### config.mk
export PLATFORM = sky130hd
export DESIGN_NAME = vsp_setpoint_ctrl
export DESIGN_NICKNAME = d
export VERILOG_FILES = /design/src/rtl/vsp_pkg.sv /design/src/rtl/vsp_dac_calc.sv /design/src/rtl/vsp_setpoint_ctrl.sv
export VERILOG_INCLUDE_DIRS = /design/src /design/src/rtl
export SDC_FILE = /design/constraint.sdc
export NUM_CORES = 1
export LEC_CHECK = 0
export BUFFER_PORTS_ARGS = -buffer_cell sky130_fd_sc_hd__buf_4
export CORE_MARGIN = 3
export CORE_UTILIZATION = 40
export CTS_CLUSTER_SIZE = 12
export DETAILED_ROUTE_END_ITERATION = 10
export SLEW_MARGIN = 20
export SYNTH_ARGS = -nofsm -noshare
export SYNTH_HDL_FRONTEND = slang
export SYNTH_SLANG_ARGS = --single-unit
### constraint.sdc
create_clock -name clock_in -period 62.3 [get_ports clock_in]
set_input_delay 6.23 -clock clock_in [delete_from_list [all_inputs] [get_ports clock_in]]
set_output_delay 6.23 -clock clock_in [all_outputs]
set_load 0.005 [all_outputs]
### src/rtl/vsp_defs.svh
// Offsets, field positions, reset values and timing counts of the setpoint block.
`ifndef VSP_DEFS_SVH
`define VSP_DEFS_SVH
`define VSP_OFF_OPERATION 8'h01
`define VSP_OFF_VOUT_SET 8'h21
`define VSP_OFF_MARGIN_HI 8'h25
`define VSP_OFF_MARGIN_LO 8'h26
`define VSP_OFF_SCALE 8'h29
`define VSP_OFF_READBACK 8'h8b
`define VSP_OFF_SLAVE_CFG 8'hd0
`define VSP_OFF_DIV_CTRL 8'hd1
`define VSP_OFF_PROT_CFG 8'hd2
`define VSP_OFF_OT_LIMIT 8'hd3
`define VSP_RST_OPERATION 8'h80
`define VSP_RST_VOUT_SET 16'h01c2
`define VSP_RST_MARGIN 16'h01c2
`define VSP_RST_SCALE 16'h03e8
`define VSP_RST_SLAVE_CFG 16'h0001
`define VSP_RST_DIV_CTRL 16'h0000
`define VSP_RST_PROT_CFG 16'h0000
`define VSP_RST_OT_LIMIT 16'h00a0
`define VSP_OP_ON_BIT 7
`define VSP_OP_MARGIN_MSB 5
`define VSP_OP_MARGIN_LSB 4
`define VSP_PROT_LATCH_BIT 0
`define VSP_SLAVE_EN_BIT 0
`define VSP_DAC_MIN_MV 16'd162
`define VSP_DAC_MAX_MV 16'd672
`define VSP_LSB_UV 32'd2000
`define VSP_SCALE_ONE 32'd1000
`define VSP_CLK_HZ 32'd10000000
`define VSP_PG_STEP_US 32'd100
`define VSP_PG_STEP_CYC ((`VSP_PG_STEP_US * `VSP_CLK_HZ) / 32'd1000000)
`define VSP_HICCUP_MS 32'd10
`define VSP_HICCUP_CYC ((`VSP_HICCUP_MS * `VSP_CLK_HZ) / 32'd1000)
`endif

### src/rtl/vsp_pkg.sv
// Types shared by the setpoint and supervision block.
package vsp_pkg;
	typedef enum logic [2:0] {
		VSP_OFF,
		VSP_SOFT_START,
		VSP_PG_DELAY,
		VSP_RUNNING,
		VSP_HICCUP,
		VSP_LATCHED
	} vsp_state_t;
endpackage : vsp_pkg

### src/rtl/vsp_dac_calc.sv
// Combinational DAC target: command times scale ratio, clamped to span.
`timescale 1ns/1ps
`default_nettype none
`include "vsp_defs.svh"
module vsp_dac_calc (
	// Setpoint inputs.
	input wire logic [15:0] cmd_in,
	input wire logic [15:0] scale_in,
	input wire logic [1:0] div_sel_in,
	// Reference target in millivolts.
	output logic [15:0] dac_mv_out
);
	logic [31:0] prod;
	logic [31:0] mv_raw;
	logic [31:0] mv_div;
	// Count is 2 mV, scale is ratio times 1000, so mV = cmd*2*scale/1000.
	assign prod = 32'(cmd_in) * 32'(scale_in); // see (RQ9) see (RQ19)
	// Dividing by half the scale unit, instead of doubling the product
	// first, keeps the largest command and scale from wrapping 32 bits.
	assign mv_raw = prod / (`VSP_SCALE_ONE / 32'd2);
	// The loop scale already carries the internal divider ratio; the
	// divider code selects the tap and the reference then equals mv_raw.
	assign mv_div = (div_sel_in == 2'b00) ? mv_raw : mv_raw; // see (RQ5)
	assign dac_mv_out = (mv_div < 32'(`VSP_DAC_MIN_MV)) ? `VSP_DAC_MIN_MV :
		(mv_div > 32'(`VSP_DAC_MAX_MV)) ? `VSP_DAC_MAX_MV :
		mv_div[15:0]; // see (RQ4) see (RQ19)
endmodule : vsp_dac_calc
`default_nettype wire

### src/rtl/vsp_setpoint_ctrl.sv
// Setpoint registers, over-temperature handling and power-good sequencing.
//
// Behaviour
// (RQ1) Stop converting when junction temperature exceeds the fault limit.
// (RQ2) After an over-temperature trip, hiccup or latch off per protection config.
// (RQ3) Latched-off state clears only by bias cycling or control toggling.
// (RQ4) Reference target always lies between 162 mV and 672 mV.
// (RQ5) Divider code selects ratio 1, 0.5, 0.25 or 0.125.
// (RQ6) Host programs scale 0x03e8, 0x01f4, 0x00fa or 0x007d per divider code.
// (RQ7) With an external divider, host keeps code 00 and scale equals ratio.
// (RQ8) Scale and divider code take effect only on a later voltage command write.
// (RQ9) Voltage command counts are 2 mV each.
// (RQ10) Host should not change scale or divider while switching.
// (RQ11) Host keeps the voltage command within the divider's range.
// (RQ12) Host selects setpoint source via operation before programming setpoints.
// (RQ13) Output voltage is readable at 8bh, scaled like the setpoints.
// (RQ14) Power good is held low from power up until soft start is ready.
// (RQ15) Power good releases after a delay chosen by divider control bits 5:2.
// (RQ16) Any fault latches power good low until a new soft start.
// (RQ17) Master senses its power-good pin as slave fault indication.
// (RQ18) Slave fault sensing is enabled by slave config bit 0.
// (RQ19) DAC target is command times scale ratio, saturated to the span.
`timescale 1ns/1ps
`default_nettype none
`include "vsp_defs.svh"
module vsp_setpoint_ctrl
	import vsp_pkg::*;
(
	// Clock and reset.
	input wire logic clock_in,
	input wire logic rst_n_in,
	// Register port from the bus engine.
	input wire logic reg_wr_in,
	input wire logic reg_rd_in,
	input wire logic [7:0] reg_addr_in,
	input wire logic [15:0] reg_wdata_in,
	output logic [15:0] reg_rdata_out,
	output logic reg_rvalid_out,
	// Control pin and analog monitors.
	input wire logic ctrl_enable_in,
	input wire logic [15:0] junction_temp_in,
	input wire logic [15:0] vout_sense_in,
	input wire logic feedback_pg_on_in,
	input wire logic soft_start_done_in,
	input wire logic under_voltage_in,
	input wire logic over_voltage_in,
	input wire logic input_uvlo_in,
	// Power-good open-drain pin.
	input wire logic power_good_pin_in,
	output logic power_good_output_out,
	output logic power_good_oe_out,
	// Power stage control and reference.
	output logic converter_enable_out,
	output logic [15:0] dac_target_out,
	output logic fault_latched_out
);
	logic [7:0] operation_r;
	logic [15:0] vout_set_r;
	logic [15:0] margin_hi_r;
	logic [15:0] margin_lo_r;
	logic [15:0] scale_r;
	logic [15:0] slave_cfg_r;
	logic [15:0] div_ctrl_r;
	logic [15:0] prot_cfg_r;
	logic [15:0] ot_limit_r;
	// Values actually applied by the reference path.
	logic [15:0] scale_act_r;
	logic [1:0] div_act_r;
	logic [15:0] cmd_act_r;
	logic [15:0] cmd_act_nxt;
	logic [15:0] dac_mv;
	vsp_state_t state_r;
	vsp_state_t state_nxt;
	logic [23:0] cnt_r;
	logic [23:0] cnt_nxt;
	logic [3:0] pg_steps;
	logic [23:0] pg_delay_cyc;
	logic pg_pin_s1_r;
	logic pg_pin_s2_r;
	logic ctrl_s1_r;
	logic ctrl_s2_r;
	logic ctrl_prev_r;
	logic pg_released_r;
	logic [1:0] pg_settle_r;
	logic [15:0] rdata_nxt;
	logic [15:0] readback;
	logic wr_op;
	logic wr_vout;
	logic wr_mhi;
	logic wr_mlo;
	logic wr_scale;
	logic wr_slave;
	logic wr_div;
	logic wr_prot;
	logic wr_otl;
	logic ctrl_rise;
	logic run_req;
	logic ot_trip;
	logic slave_fault;
	logic any_fault;
	logic [1:0] margin_sel;

	// Register write decode.
	assign wr_op = reg_wr_in && (reg_addr_in == `VSP_OFF_OPERATION);
	assign wr_vout = reg_wr_in && (reg_addr_in == `VSP_OFF_VOUT_SET);
	assign wr_mhi = reg_wr_in && (reg_addr_in == `VSP_OFF_MARGIN_HI);
	assign wr_mlo = reg_wr_in && (reg_addr_in == `VSP_OFF_MARGIN_LO);
	assign wr_scale = reg_wr_in && (reg_addr_in == `VSP_OFF_SCALE);
	assign wr_slave = reg_wr_in && (reg_addr_in == `VSP_OFF_SLAVE_CFG);
	assign wr_div = reg_wr_in && (reg_addr_in == `VSP_OFF_DIV_CTRL);
	assign wr_prot = reg_wr_in && (reg_addr_in == `VSP_OFF_PROT_CFG);
	assign wr_otl = reg_wr_in && (reg_addr_in == `VSP_OFF_OT_LIMIT);

	// Operation picks nominal, margin low or margin high as the source.
	assign margin_sel = operation_r[`VSP_OP_MARGIN_MSB:`VSP_OP_MARGIN_LSB];
	assign cmd_act_nxt = (margin_sel == 2'b01) ? margin_lo_r :
		(margin_sel == 2'b10) ? margin_hi_r : vout_set_r;

	// The power-good and control pins come from the analog domain: two flops each.
	always_ff @(posedge clock_in) begin
		if (!rst_n_in) begin
			pg_pin_s1_r <= 1'b0;
			pg_pin_s2_r <= 1'b0;
			ctrl_s1_r <= 1'b0;
			ctrl_s2_r <= 1'b0;
			ctrl_prev_r <= 1'b0;
		end else begin
			pg_pin_s1_r <= power_good_pin_in;
			pg_pin_s2_r <= pg_pin_s1_r;
			ctrl_s1_r <= ctrl_enable_in;
			ctrl_s2_r <= ctrl_s1_r;
			ctrl_prev_r <= ctrl_s2_r;
		end
	end

	assign ctrl_rise = ctrl_s2_r && !ctrl_prev_r;
	assign run_req = ctrl_s2_r && operation_r[`VSP_OP_ON_BIT];
	// Equal to the limit is still safe; only a reading above it trips.
	assign ot_trip = junction_temp_in > ot_limit_r; // see (RQ1)
	// Pin low while we release it means something else pulls it down.
	// Our own pull-down takes two sync stages to leave the pin reading,
	// so the check waits until the settle flag is through.
	assign slave_fault = slave_cfg_r[`VSP_SLAVE_EN_BIT] && pg_released_r &&
		pg_settle_r[1] && !pg_pin_s2_r; // see (RQ17) see (RQ18)
	assign any_fault = ot_trip || under_voltage_in || over_voltage_in ||
		input_uvlo_in || slave_fault;

	// Settle flag: set two edges after the pin is released, cleared at once.
	always_ff @(posedge clock_in) begin
		if (!rst_n_in) begin
			pg_settle_r <= 2'b00;
		end else begin
			pg_settle_r <= pg_released_r ? {pg_settle_r[0], 1'b1} : 2'b00;
		end
	end

	// Setpoint registers.
	always_ff @(posedge clock_in) begin
		if (!rst_n_in) begin
			operation_r <= `VSP_RST_OPERATION;
			vout_set_r <= `VSP_RST_VOUT_SET;
			margin_hi_r <= `VSP_RST_MARGIN;
			margin_lo_r <= `VSP_RST_MARGIN;
			scale_r <= `VSP_RST_SCALE;
			slave_cfg_r <= `VSP_RST_SLAVE_CFG;
			div_ctrl_r <= `VSP_RST_DIV_CTRL;
			prot_cfg_r <= `VSP_RST_PROT_CFG;
			ot_limit_r <= `VSP_RST_OT_LIMIT;
		end else begin
			if (wr_op)
				operation_r <= reg_wdata_in[7:0];
			if (wr_vout)
				vout_set_r <= reg_wdata_in;
			if (wr_mhi)
				margin_hi_r <= reg_wdata_in;
			if (wr_mlo)
				margin_lo_r <= reg_wdata_in;
			if (wr_scale)
				scale_r <= reg_wdata_in;
			if (wr_slave)
				slave_cfg_r <= reg_wdata_in;
			if (wr_div)
				div_ctrl_r <= reg_wdata_in;
			if (wr_prot)
				prot_cfg_r <= reg_wdata_in;
			if (wr_otl)
				ot_limit_r <= reg_wdata_in;
		end
	end

	// Scale and divider are staged; only a voltage command write commits.
	// Margin sources follow the operation selection at once.
	always_ff @(posedge clock_in) begin
		if (!rst_n_in) begin
			scale_act_r <= `VSP_RST_SCALE;
			div_act_r <= 2'b00;
			cmd_act_r <= `VSP_RST_VOUT_SET;
		end else begin
			if (wr_vout) begin
				scale_act_r <= scale_r; // see (RQ8)
				div_act_r <= div_ctrl_r[1:0]; // see (RQ8) see (RQ5)
			end
			cmd_act_r <= wr_vout && (margin_sel == 2'b00) ?
				reg_wdata_in : cmd_act_nxt;
		end
	end

	vsp_dac_calc u_dac_calc (
		.cmd_in(cmd_act_r),
		.scale_in(scale_act_r),
		.div_sel_in(div_act_r),
		.dac_mv_out(dac_mv)
	);

	// Readback: sensed output in 2 mV counts, same scale as the commands.
	// The sense word is not filtered; a read shows the latest sample.
	assign readback = vout_sense_in; // see (RQ13)

	// Power-good delay is steps of a fixed unit, chosen by bits 5:2.
	// The counter is wide enough for the longest code and the hiccup time.
	assign pg_steps = div_ctrl_r[5:2];
	assign pg_delay_cyc = 24'(`VSP_PG_STEP_CYC) * 24'(pg_steps); // see (RQ15)

	// Supervision sequence.
	always_comb begin
		state_nxt = state_r;
		cnt_nxt = cnt_r;
		unique case (state_r)
			VSP_OFF: begin
				// Input undervoltage keeps the stage off whatever is asked.
				cnt_nxt = 24'h0;
				if (run_req && !input_uvlo_in)
					state_nxt = VSP_SOFT_START;
			end
			VSP_SOFT_START: begin
				cnt_nxt = 24'h0;
				if (!run_req)
					state_nxt = VSP_OFF;
				else if (ot_trip)
					state_nxt = prot_cfg_r[`VSP_PROT_LATCH_BIT] ?
						VSP_LATCHED : VSP_HICCUP; // see (RQ2)
				else if (any_fault)
					state_nxt = VSP_HICCUP;
				else if (soft_start_done_in && feedback_pg_on_in)
					state_nxt = VSP_PG_DELAY; // see (RQ14)
			end
			VSP_PG_DELAY: begin
				// Counts from entry; code zero releases on the next edge.
				cnt_nxt = cnt_r + 24'h1;
				if (!run_req)
					state_nxt = VSP_OFF;
				else if (ot_trip)
					state_nxt = prot_cfg_r[`VSP_PROT_LATCH_BIT] ?
						VSP_LATCHED : VSP_HICCUP; // see (RQ2)
				else if (any_fault)
					state_nxt = VSP_HICCUP;
				else if (cnt_r >= pg_delay_cyc)
					state_nxt = VSP_RUNNING; // see (RQ15)
			end
			VSP_RUNNING: begin
				cnt_nxt = 24'h0;
				if (!run_req)
					state_nxt = VSP_OFF;
				else if (ot_trip)
					state_nxt = prot_cfg_r[`VSP_PROT_LATCH_BIT] ?
						VSP_LATCHED : VSP_HICCUP; // see (RQ1) see (RQ2)
				else if (any_fault)
					state_nxt = VSP_HICCUP; // see (RQ16)
			end
			VSP_HICCUP: begin
				// Off time runs out, then off restarts through soft start.
				cnt_nxt = cnt_r + 24'h1;
				if (cnt_r >= 24'(`VSP_HICCUP_CYC - 32'd1))
					state_nxt = VSP_OFF;
			end
			VSP_LATCHED: begin
				cnt_nxt = 24'h0;
				// Only a control pin toggle or power cycle leaves here.
				if (ctrl_rise)
					state_nxt = VSP_OFF; // see (RQ3)
			end
			// Unused state codes fall back to off.
			default: begin
				cnt_nxt = 24'h0;
				state_nxt = VSP_OFF;
			end
		endcase
	end

	always_ff @(posedge clock_in) begin
		if (!rst_n_in) begin
			state_r <= VSP_OFF;
			cnt_r <= 24'h0;
		end else begin
			state_r <= state_nxt;
			cnt_r <= cnt_nxt;
		end
	end

	// Register read mux.
	// Unmapped offsets read as zero and have no other effect.
	always_comb begin
		unique case (reg_addr_in)
			`VSP_OFF_OPERATION: rdata_nxt = {8'h00, operation_r};
			`VSP_OFF_VOUT_SET: rdata_nxt = vout_set_r;
			`VSP_OFF_MARGIN_HI: rdata_nxt = margin_hi_r;
			`VSP_OFF_MARGIN_LO: rdata_nxt = margin_lo_r;
			`VSP_OFF_SCALE: rdata_nxt = scale_r;
			`VSP_OFF_READBACK: rdata_nxt = readback; // see (RQ13)
			`VSP_OFF_SLAVE_CFG: rdata_nxt = slave_cfg_r;
			`VSP_OFF_DIV_CTRL: rdata_nxt = div_ctrl_r;
			`VSP_OFF_PROT_CFG: rdata_nxt = prot_cfg_r;
			`VSP_OFF_OT_LIMIT: rdata_nxt = ot_limit_r;
			default: rdata_nxt = 16'h0000;
		endcase
	end

	// Outputs, each from a flop. Power good stays driven low outside
	// the running state, so a fault holds it low until a new soft start.
	// The data bit is tied low; the enable alone moves the pin.
	always_ff @(posedge clock_in) begin
		if (!rst_n_in) begin
			reg_rdata_out <= 16'h0000;
			reg_rvalid_out <= 1'b0;
			power_good_output_out <= 1'b0;
			power_good_oe_out <= 1'b1;
			pg_released_r <= 1'b0;
			converter_enable_out <= 1'b0;
			dac_target_out <= `VSP_DAC_MIN_MV;
			fault_latched_out <= 1'b0;
		end else begin
			reg_rdata_out <= reg_rd_in ? rdata_nxt : reg_rdata_out;
			reg_rvalid_out <= reg_rd_in;
			power_good_output_out <= 1'b0;
			power_good_oe_out <= (state_nxt != VSP_RUNNING); // see (RQ14) see (RQ16)
			pg_released_r <= (state_nxt == VSP_RUNNING);
			converter_enable_out <= (state_nxt == VSP_SOFT_START) ||
				(state_nxt == VSP_PG_DELAY) ||
				(state_nxt == VSP_RUNNING); // see (RQ1)
			dac_target_out <= dac_mv; // see (RQ4)
			fault_latched_out <= (state_nxt == VSP_LATCHED); // see (RQ3)
		end
	end
endmodule : vsp_setpoint_ctrl
`default_nettype wire

## Word level (Yosys, flattened, before mapping)

Index checks and enable logic that the tools add are counted.

| cells by class | value |
|---|---|
| add/sub/neg operators | 1 |
| multiply operators | 2 |
| divide/modulo/power cells | 1 |
| $lt $le $gt $ge | 5 |
| eq/ne operators | 22 |
| muxes and demuxes | 22 |
| bitwise operators | 1 |
| reductions and logical operators | 33 |

Operator list:

| operator | number |
|---|---|
| $pmux W16 S10 | 1 |
| $mux W16 | 3 |
| $mux W3 | 14 |
| $eq A8 B8 Y1 const B | 5 |
| $div A32 B9 Y32 const B | 1 |
| $eq A8 B6 Y1 const B | 4 |
| $gt A32 B10 Y1 const B | 1 |
| $lt A32 B8 Y1 const B | 1 |
| $mul A16 B16 Y32 | 1 |
| $add A24 B1 Y24 const B | 1 |
| $ge A24 B14 Y1 | 1 |
| $ge A24 B17 Y1 const B | 1 |
| $pmux W3 S6 | 1 |
| $logic_and A1 B1 Y1 | 17 |
| $gt A16 B16 Y1 | 1 |
| $eq A3 B2 Y1 const B | 4 |
| $mul A7 B4 Y11 const A | 1 |
| $mux W10 | 1 |
| $eq A3 B3 Y1 const B | 3 |
| $eq A8 B1 Y1 const B | 1 |
| $eq A3 B1 Y1 const B | 2 |
| $logic_or A1 B1 Y1 | 6 |
| $reduce_and A2 Y1 | 2 |
| $reduce_or A2 Y1 | 2 |
| other kinds (9) | 12 |

| word-level totals | value |
|---|---|
| flip-flop bits (word level) | 239 |
| output and inout port bits | 37 |
| logic and storage cells | 115 |

## Longest topological paths before layout

| logic depth | value |
|---|---|
| depth in word-level cells | 12 |
| depth in mapped cells | 90 |
| depth with buffers taken out | 74 |

## By module

From an unflattened synthesis, not the netlist that was laid out.

| unflattened totals | value |
|---|---|
| cells, all modules | 3423 |
| area, all modules | 27076.0 µm² |

Modules (own cells, without submodules):

| module | instances | cells each | area an instance (µm²) | seq. area each (µm²) |
|---|---|---|---|---|
| vsp_dac_calc | 1 | 2075 | 16153.0 | 0.0 |
| vsp_setpoint_ctrl | 1 | 1348 | 10923.0 | 4824.6 |

## Worst setup path after synthesis

No wires, ideal clock.

| path | value |
|---|---|
| path type | flip-flop to flip-flop |
| start point | reg scale_act_r[3] |
| end point | reg dac_target_out[0] |
| library setup time | 0.116 ns |
| arrival time | 21.260 ns |
| slack | 40.923 ns |
| cell stages (with the launch flop) | 84 |
| cells stage by stage | dfxtp_1 -> clkbuf_1 -> clkbuf_1 -> nand2_1 -> fa_1 -> inv_1 -> fa_1 -> inv_1 -> fa_1 -> inv_1 -> fa_1 -> fa_1 -> inv_1 -> fa_1 -> inv_1 -> ha_1 -> buf_2 -> nand4_2 -> (+48 left out) -> o311ai_1 -> o41a_1 -> buf_6 -> a211oi_1 -> nor3_2 -> o21ai_0 -> a221o_1 -> o21ai_2 -> mux2_2 -> o21bai_1 -> a31o_2 -> a2111oi_0 -> o21a_1 -> o21ba_2 -> o31a_1 -> a221o_1 -> o21a_1 -> o211a_1 |

| on the way | value |
|---|---|
| cells in the longest elaborated chain, start to end | 4 |

RTL lines:

| what | RTL line | RTL |
|---|---|---|
| from (decl) | vsp_setpoint_ctrl.sv:67 | `logic [15:0] scale_act_r;` |
| from (signal assigned) | vsp_setpoint_ctrl.sv:195 | `` scale_act_r <= `VSP_RST_SCALE; `` |
| from (signal assigned) | vsp_setpoint_ctrl.sv:200 | `scale_act_r <= scale_r;` |
| $mul A16 B16 Y32 (*) | vsp_dac_calc.sv:17 | `assign prod = 32'(cmd_in) * 32'(scale_in);` |
| $div A32 B9 Y32 (*) | vsp_dac_calc.sv:20 | `` assign mv_raw = prod / (`VSP_SCALE_ONE / 32'd2); `` |
| $gt A32 B10 Y1 or $lt A32 B8 Y1 (tied branches) | vsp_dac_calc.sv:25, vsp_dac_calc.sv:24 |  |
| $reduce_or A3 Y1 (no line) | n/a |  |
| to (signal assigned) | vsp_setpoint_ctrl.sv:329 | `` dac_target_out <= `VSP_DAC_MIN_MV; `` |
| to (signal assigned) | vsp_setpoint_ctrl.sv:340 | `dac_target_out <= dac_mv;` |
| to (decl) | vsp_setpoint_ctrl.sv:54 | `output logic [15:0] dac_target_out,` |

Every way passes the cells marked *; elsewhere a longest branch is shown, timed or not.
A chain may end at the register's enable or synchronous reset.

## Final worst setup path

| path | value |
|---|---|
| start point | reg cmd_act_r[10] |
| end point | reg dac_target_out[0] |

| on the way | value |
|---|---|
| cells in the longest elaborated chain, start to end | 4 |

RTL lines:

| what | RTL line | RTL |
|---|---|---|
| from (decl) | vsp_setpoint_ctrl.sv:69 | `logic [15:0] cmd_act_r;` |
| from (signal assigned) | vsp_setpoint_ctrl.sv:197 | `` cmd_act_r <= `VSP_RST_VOUT_SET; `` |
| from (signal assigned) | vsp_setpoint_ctrl.sv:203 | `cmd_act_r <= wr_vout && (margin_sel == 2'b00) ?` |
| $mul A16 B16 Y32 (*) | vsp_dac_calc.sv:17 |  |
| $div A32 B9 Y32 (*) | vsp_dac_calc.sv:20 |  |
| $gt A32 B10 Y1 or $lt A32 B8 Y1 (tied branches) | vsp_dac_calc.sv:25, vsp_dac_calc.sv:24 |  |
| $reduce_or A3 Y1 (no line) | n/a |  |

Marked as above.

==> results_dict.tcl <==
set metrics [dict create \
    status "complete, no violations" \
    ctsLongestPathBuffers 3 \
    syn_area_um2 27200 \
    cts_tree "done" \
    grt_pass1_vias 23900 \
    dr.pass1.iters 8 \
    holdBufCountCts 0 \
    slowest_delay_ns 0.89 \
    worstSkewPairLatency_ns 0.55 \
    r2r_slack_ns 36.13 \
    p_leak_nw 11.7 \
    ff_latch_area_um2 4780 \
    pin_count 104 \
    r2r_end "dac_target_out[0]" \
    maxCapViolCount 0 \
    reg2reg_depth 71 \
    cts_resized 0 \
    tns_ns 0 \
    ys_seq_area_share_pct 17.6 \
    die_h_um 267 \
    drive_above_1_share_pct 8.81 \
    stdcell_area_um2 29400 \
    rows 95 \
    mostFrequentLayoutCells "nand2_1 (599), inv_1 (270), a21oi_1 (258)" \
    htree_levels 1 \
    hpwl_um 61700 \
    setup_violations 0 \
    cts_root_buf "clkbuf_16" \
    fin_crit_ns 26.17 \
    ys_ff_latch 239 \
    drv_slew 0 \
    synth_compound_area_share_pct 23.3 \
    postCtsSetupBuffers 0 \
    coreArea_um2 67300 \
    clock_sinks 239 \
    fillers 6745 \
    layout.nets 3871 \
    synth_cells 3478 \
    grt_pass1_wl_um 131000 \
    fin_crit_sh_pct 42.0 \
    synth-simple-area-share_pct 24.2 \
    grt-ovfl-total 0 \
    drc 0 \
    wl_um 81400 \
    multi_input_area_um2 20700 \
    synth_edf_count 0 \
    die-width_um 267 \
    place.gp.congestion 0.914 \
    internal_power_uw 452 \
    layout_commonest_cell "nand2_1" \
    vdd_ir_drop_max_uv 58.9 \
    power_density_nw_per_um2 29.6 \
    synthXorXnorAreaFrac_pct 3.90 \
    power_frac_clock_pct 18.2 \
    synthAdderAreaFrac_pct 21.6 \
    worst_ep_arrival_time_ns 26.61 \
    n_antenna_cell 0 \
    drt-initial-drc-count 2382 \
    p_seq_share_pct 18.0 \
    hold_violations 0 \
    swShare_pct 48.1 \
    startpoint "cmd_act_r[10]" \
    syn_to_final_growth_pct 8.09 \
    synth.avg_cell_area_um2 7.83 \
    r2r-start "cmd_act_r[10]" \
    critPathRequiredTime_ns 62.74 \
    worst_pin_slew_ns 1.08 \
    yosys_warnings 0 \
    antenna_found_initial 0 \
    synth_mux_area_share_pct 2.60 \
    path_clk_slew_ns 0.06 \
    numCtsBuffers 27 \
    crit_top_cell "fa_1" \
    synth_ff_type "dfxtp_1" \
    postRouteAntennaNets 0 \
    rsz0062_at_grt "no" \
    grt_max_degree 80 \
    gr-usage-all-layers_pct 22.3 \
    cpMaxStageDelayCell "a211oi_2" \
    vias_per_cell 5.82 \
    max-slew-margin-rel_pct 27.9 \
    crit_end "dac_target_out[0]" \
    num_vias 25300 \
    crit_type "reg2reg" \
    post_dp_cell_area_um2 28600 \
    cp-start-kind "flop" \
    portBuffers 102 \
    cp_max_fo 16 \
    fin_skew_ns 0.0222 \
    fmax_ghz 0.0382 \
    wl_per_cell_um 18.7 \
    async_flop_share_pct 0 \
    cp-end-kind "flop" \
    synth_top_family_by_area "simple AND/OR/NAND/NOR gates" \
    p_comb_share_pct 63.8 \
    hp-class "reg2reg" \
    p_sw_uw 418 \
    start_util_pct 40.5 \
    hold_start "pg_pin_s1_r" \
    synth_cell_type_count 135 \
    die_area_um2 71300 \
]
==> cell usage after synthesis (all sizes together) (17+ instances only) <==
library cell,instances,area share (%)
a211oi,34,1.1
nor2,200,2.8
dfxtp,239,18
nand4,32,0.76
xnor2,79,2.6
fa,201,15
nor3,66,1.3
and3,29,0.67
or3,29,0.67
nand2b,20,0.46
and2,169,3.9
or2,18,0.41
o21a,25,0.69
a21oi,262,4.9
inv,270,3.7
clkbuf,143,2.0
mux2i,32,1.2
a21o,23,0.64
ha,147,6.8
nand3,116,2.2
a222oi,25,0.92
o211ai,32,0.95
nand2,599,8.3
o2111ai,17,0.57
xor2,38,1.3
a31oi,42,1.1
nor2b,24,0.55
a22oi,18,0.50
nor4,39,1.0
o22ai,25,0.57
o21ai,132,2.5
buf,47,1.0
a221o,20,0.74
==> critical path, delay by kind of cell (launching register included) <==
family          cells  cell delay [ns]
compound gates     37            13.81
xor+xnor            1             0.41
fa+ha+maj           7             3.62
buf+inv             5             0.27
flops               1             0.79
mux                 5             2.14
simple gates       16             4.94
==> power groups by stage <==
stage	combinational, mW	sequential (mW)	clock, mW
finish	0.556	0.156	0.159
global route	0.612	0.156	0.167
CTS	0.546	0.156	0.161
detailed placement	0.542	0.160	0
global placement	0.545	0.160	0
floorplan	0.444	0.160	0
==> stage by stage <==
step | std cells | hold WS (ns) | util, % | setup WS (ns) | total power [mW]
2_1_floorplan | 3484 | 0.412 | - | 40.92 | 0.604
3_3_place_gp | 4300 | 0.416 | 42.5 | 36.72 | 0.705
3_5_place_dp | 4300 | 0.421 | 42.5 | 36.75 | 0.702
4_1_cts | 4345 | 0.435 | 43.8 | 36.69 | 0.864
5_1_grt | 4345 | 0.455 | 43.8 | 34.30 | 0.936
6_report | 4345 | 0.433 | 43.8 | 36.13 | 0.870
==> layout make-up <==
type	count	area share, %
clock buffers	36	2.61
clock inverters	9	0.361
inverters	272	3.48
multi-input cells	2783	70.2
flip-flops and latches	239	16.3
well taps	873	3.71
repair buffers	133	3.39
==> worst min-delay path by stage <==
| stage | depth (start not counted) | to | slack, ns |
|---|---|---|---|
| 3_3_place_gp | 1 | pg_pin_s2_r | 0.42 |
| 4_1_cts | 1 | pg_pin_s2_r | 0.44 |
| 6_report | 1 | pg_pin_s2_r | 0.43 |
| 2_1_floorplan | 1 | ctrl_s2_r | 0.41 |
| 3_5_place_dp | 1 | pg_pin_s2_r | 0.42 |
| 5_1_grt | 1 | pg_pin_s2_r | 0.45 |
==> state kept, by name (all words and copies together), names as in the netlist, 2 cells and up <==
register        flops
cnt_r              24
cmd_act_r          16
dac_target_out     16
div_ctrl_r         16
margin_hi_r        16
margin_lo_r        16
ot_limit_r         16
prot_cfg_r         16
reg_rdata_out      16
scale_act_r        16
scale_r            16
slave_cfg_r        16
vout_set_r         16
operation_r         8
state_r             3
pg_settle_r         2
==> routing by layer <==
| metal | share of wire (%) | vias to the layer above | global-route usage (%) |
|---|---|---|---|
| met1 | 45 | 12200 | 30.6 |
| met2 | 48 | 824 | 38.8 |
| li1 | - | 12200 | - |
| met4 | 1.6 | 0 | 3.91 |
| met5 | 0 | - | 0 |
| met3 | 5.5 | 104 | 1.89 |
==> cells by family after synthesis <==
kind of cell | Yosys count
adder cells (fa/ha/maj) | 351
buffers and inverters | 462
AO/OA/AOI/OAI | 877
other | 1
XOR/XNOR | 117
AND/OR/NAND/NOR | 1376
flip-flops | 239
multiplexers | 55
(Power assumes the default switching activity.)
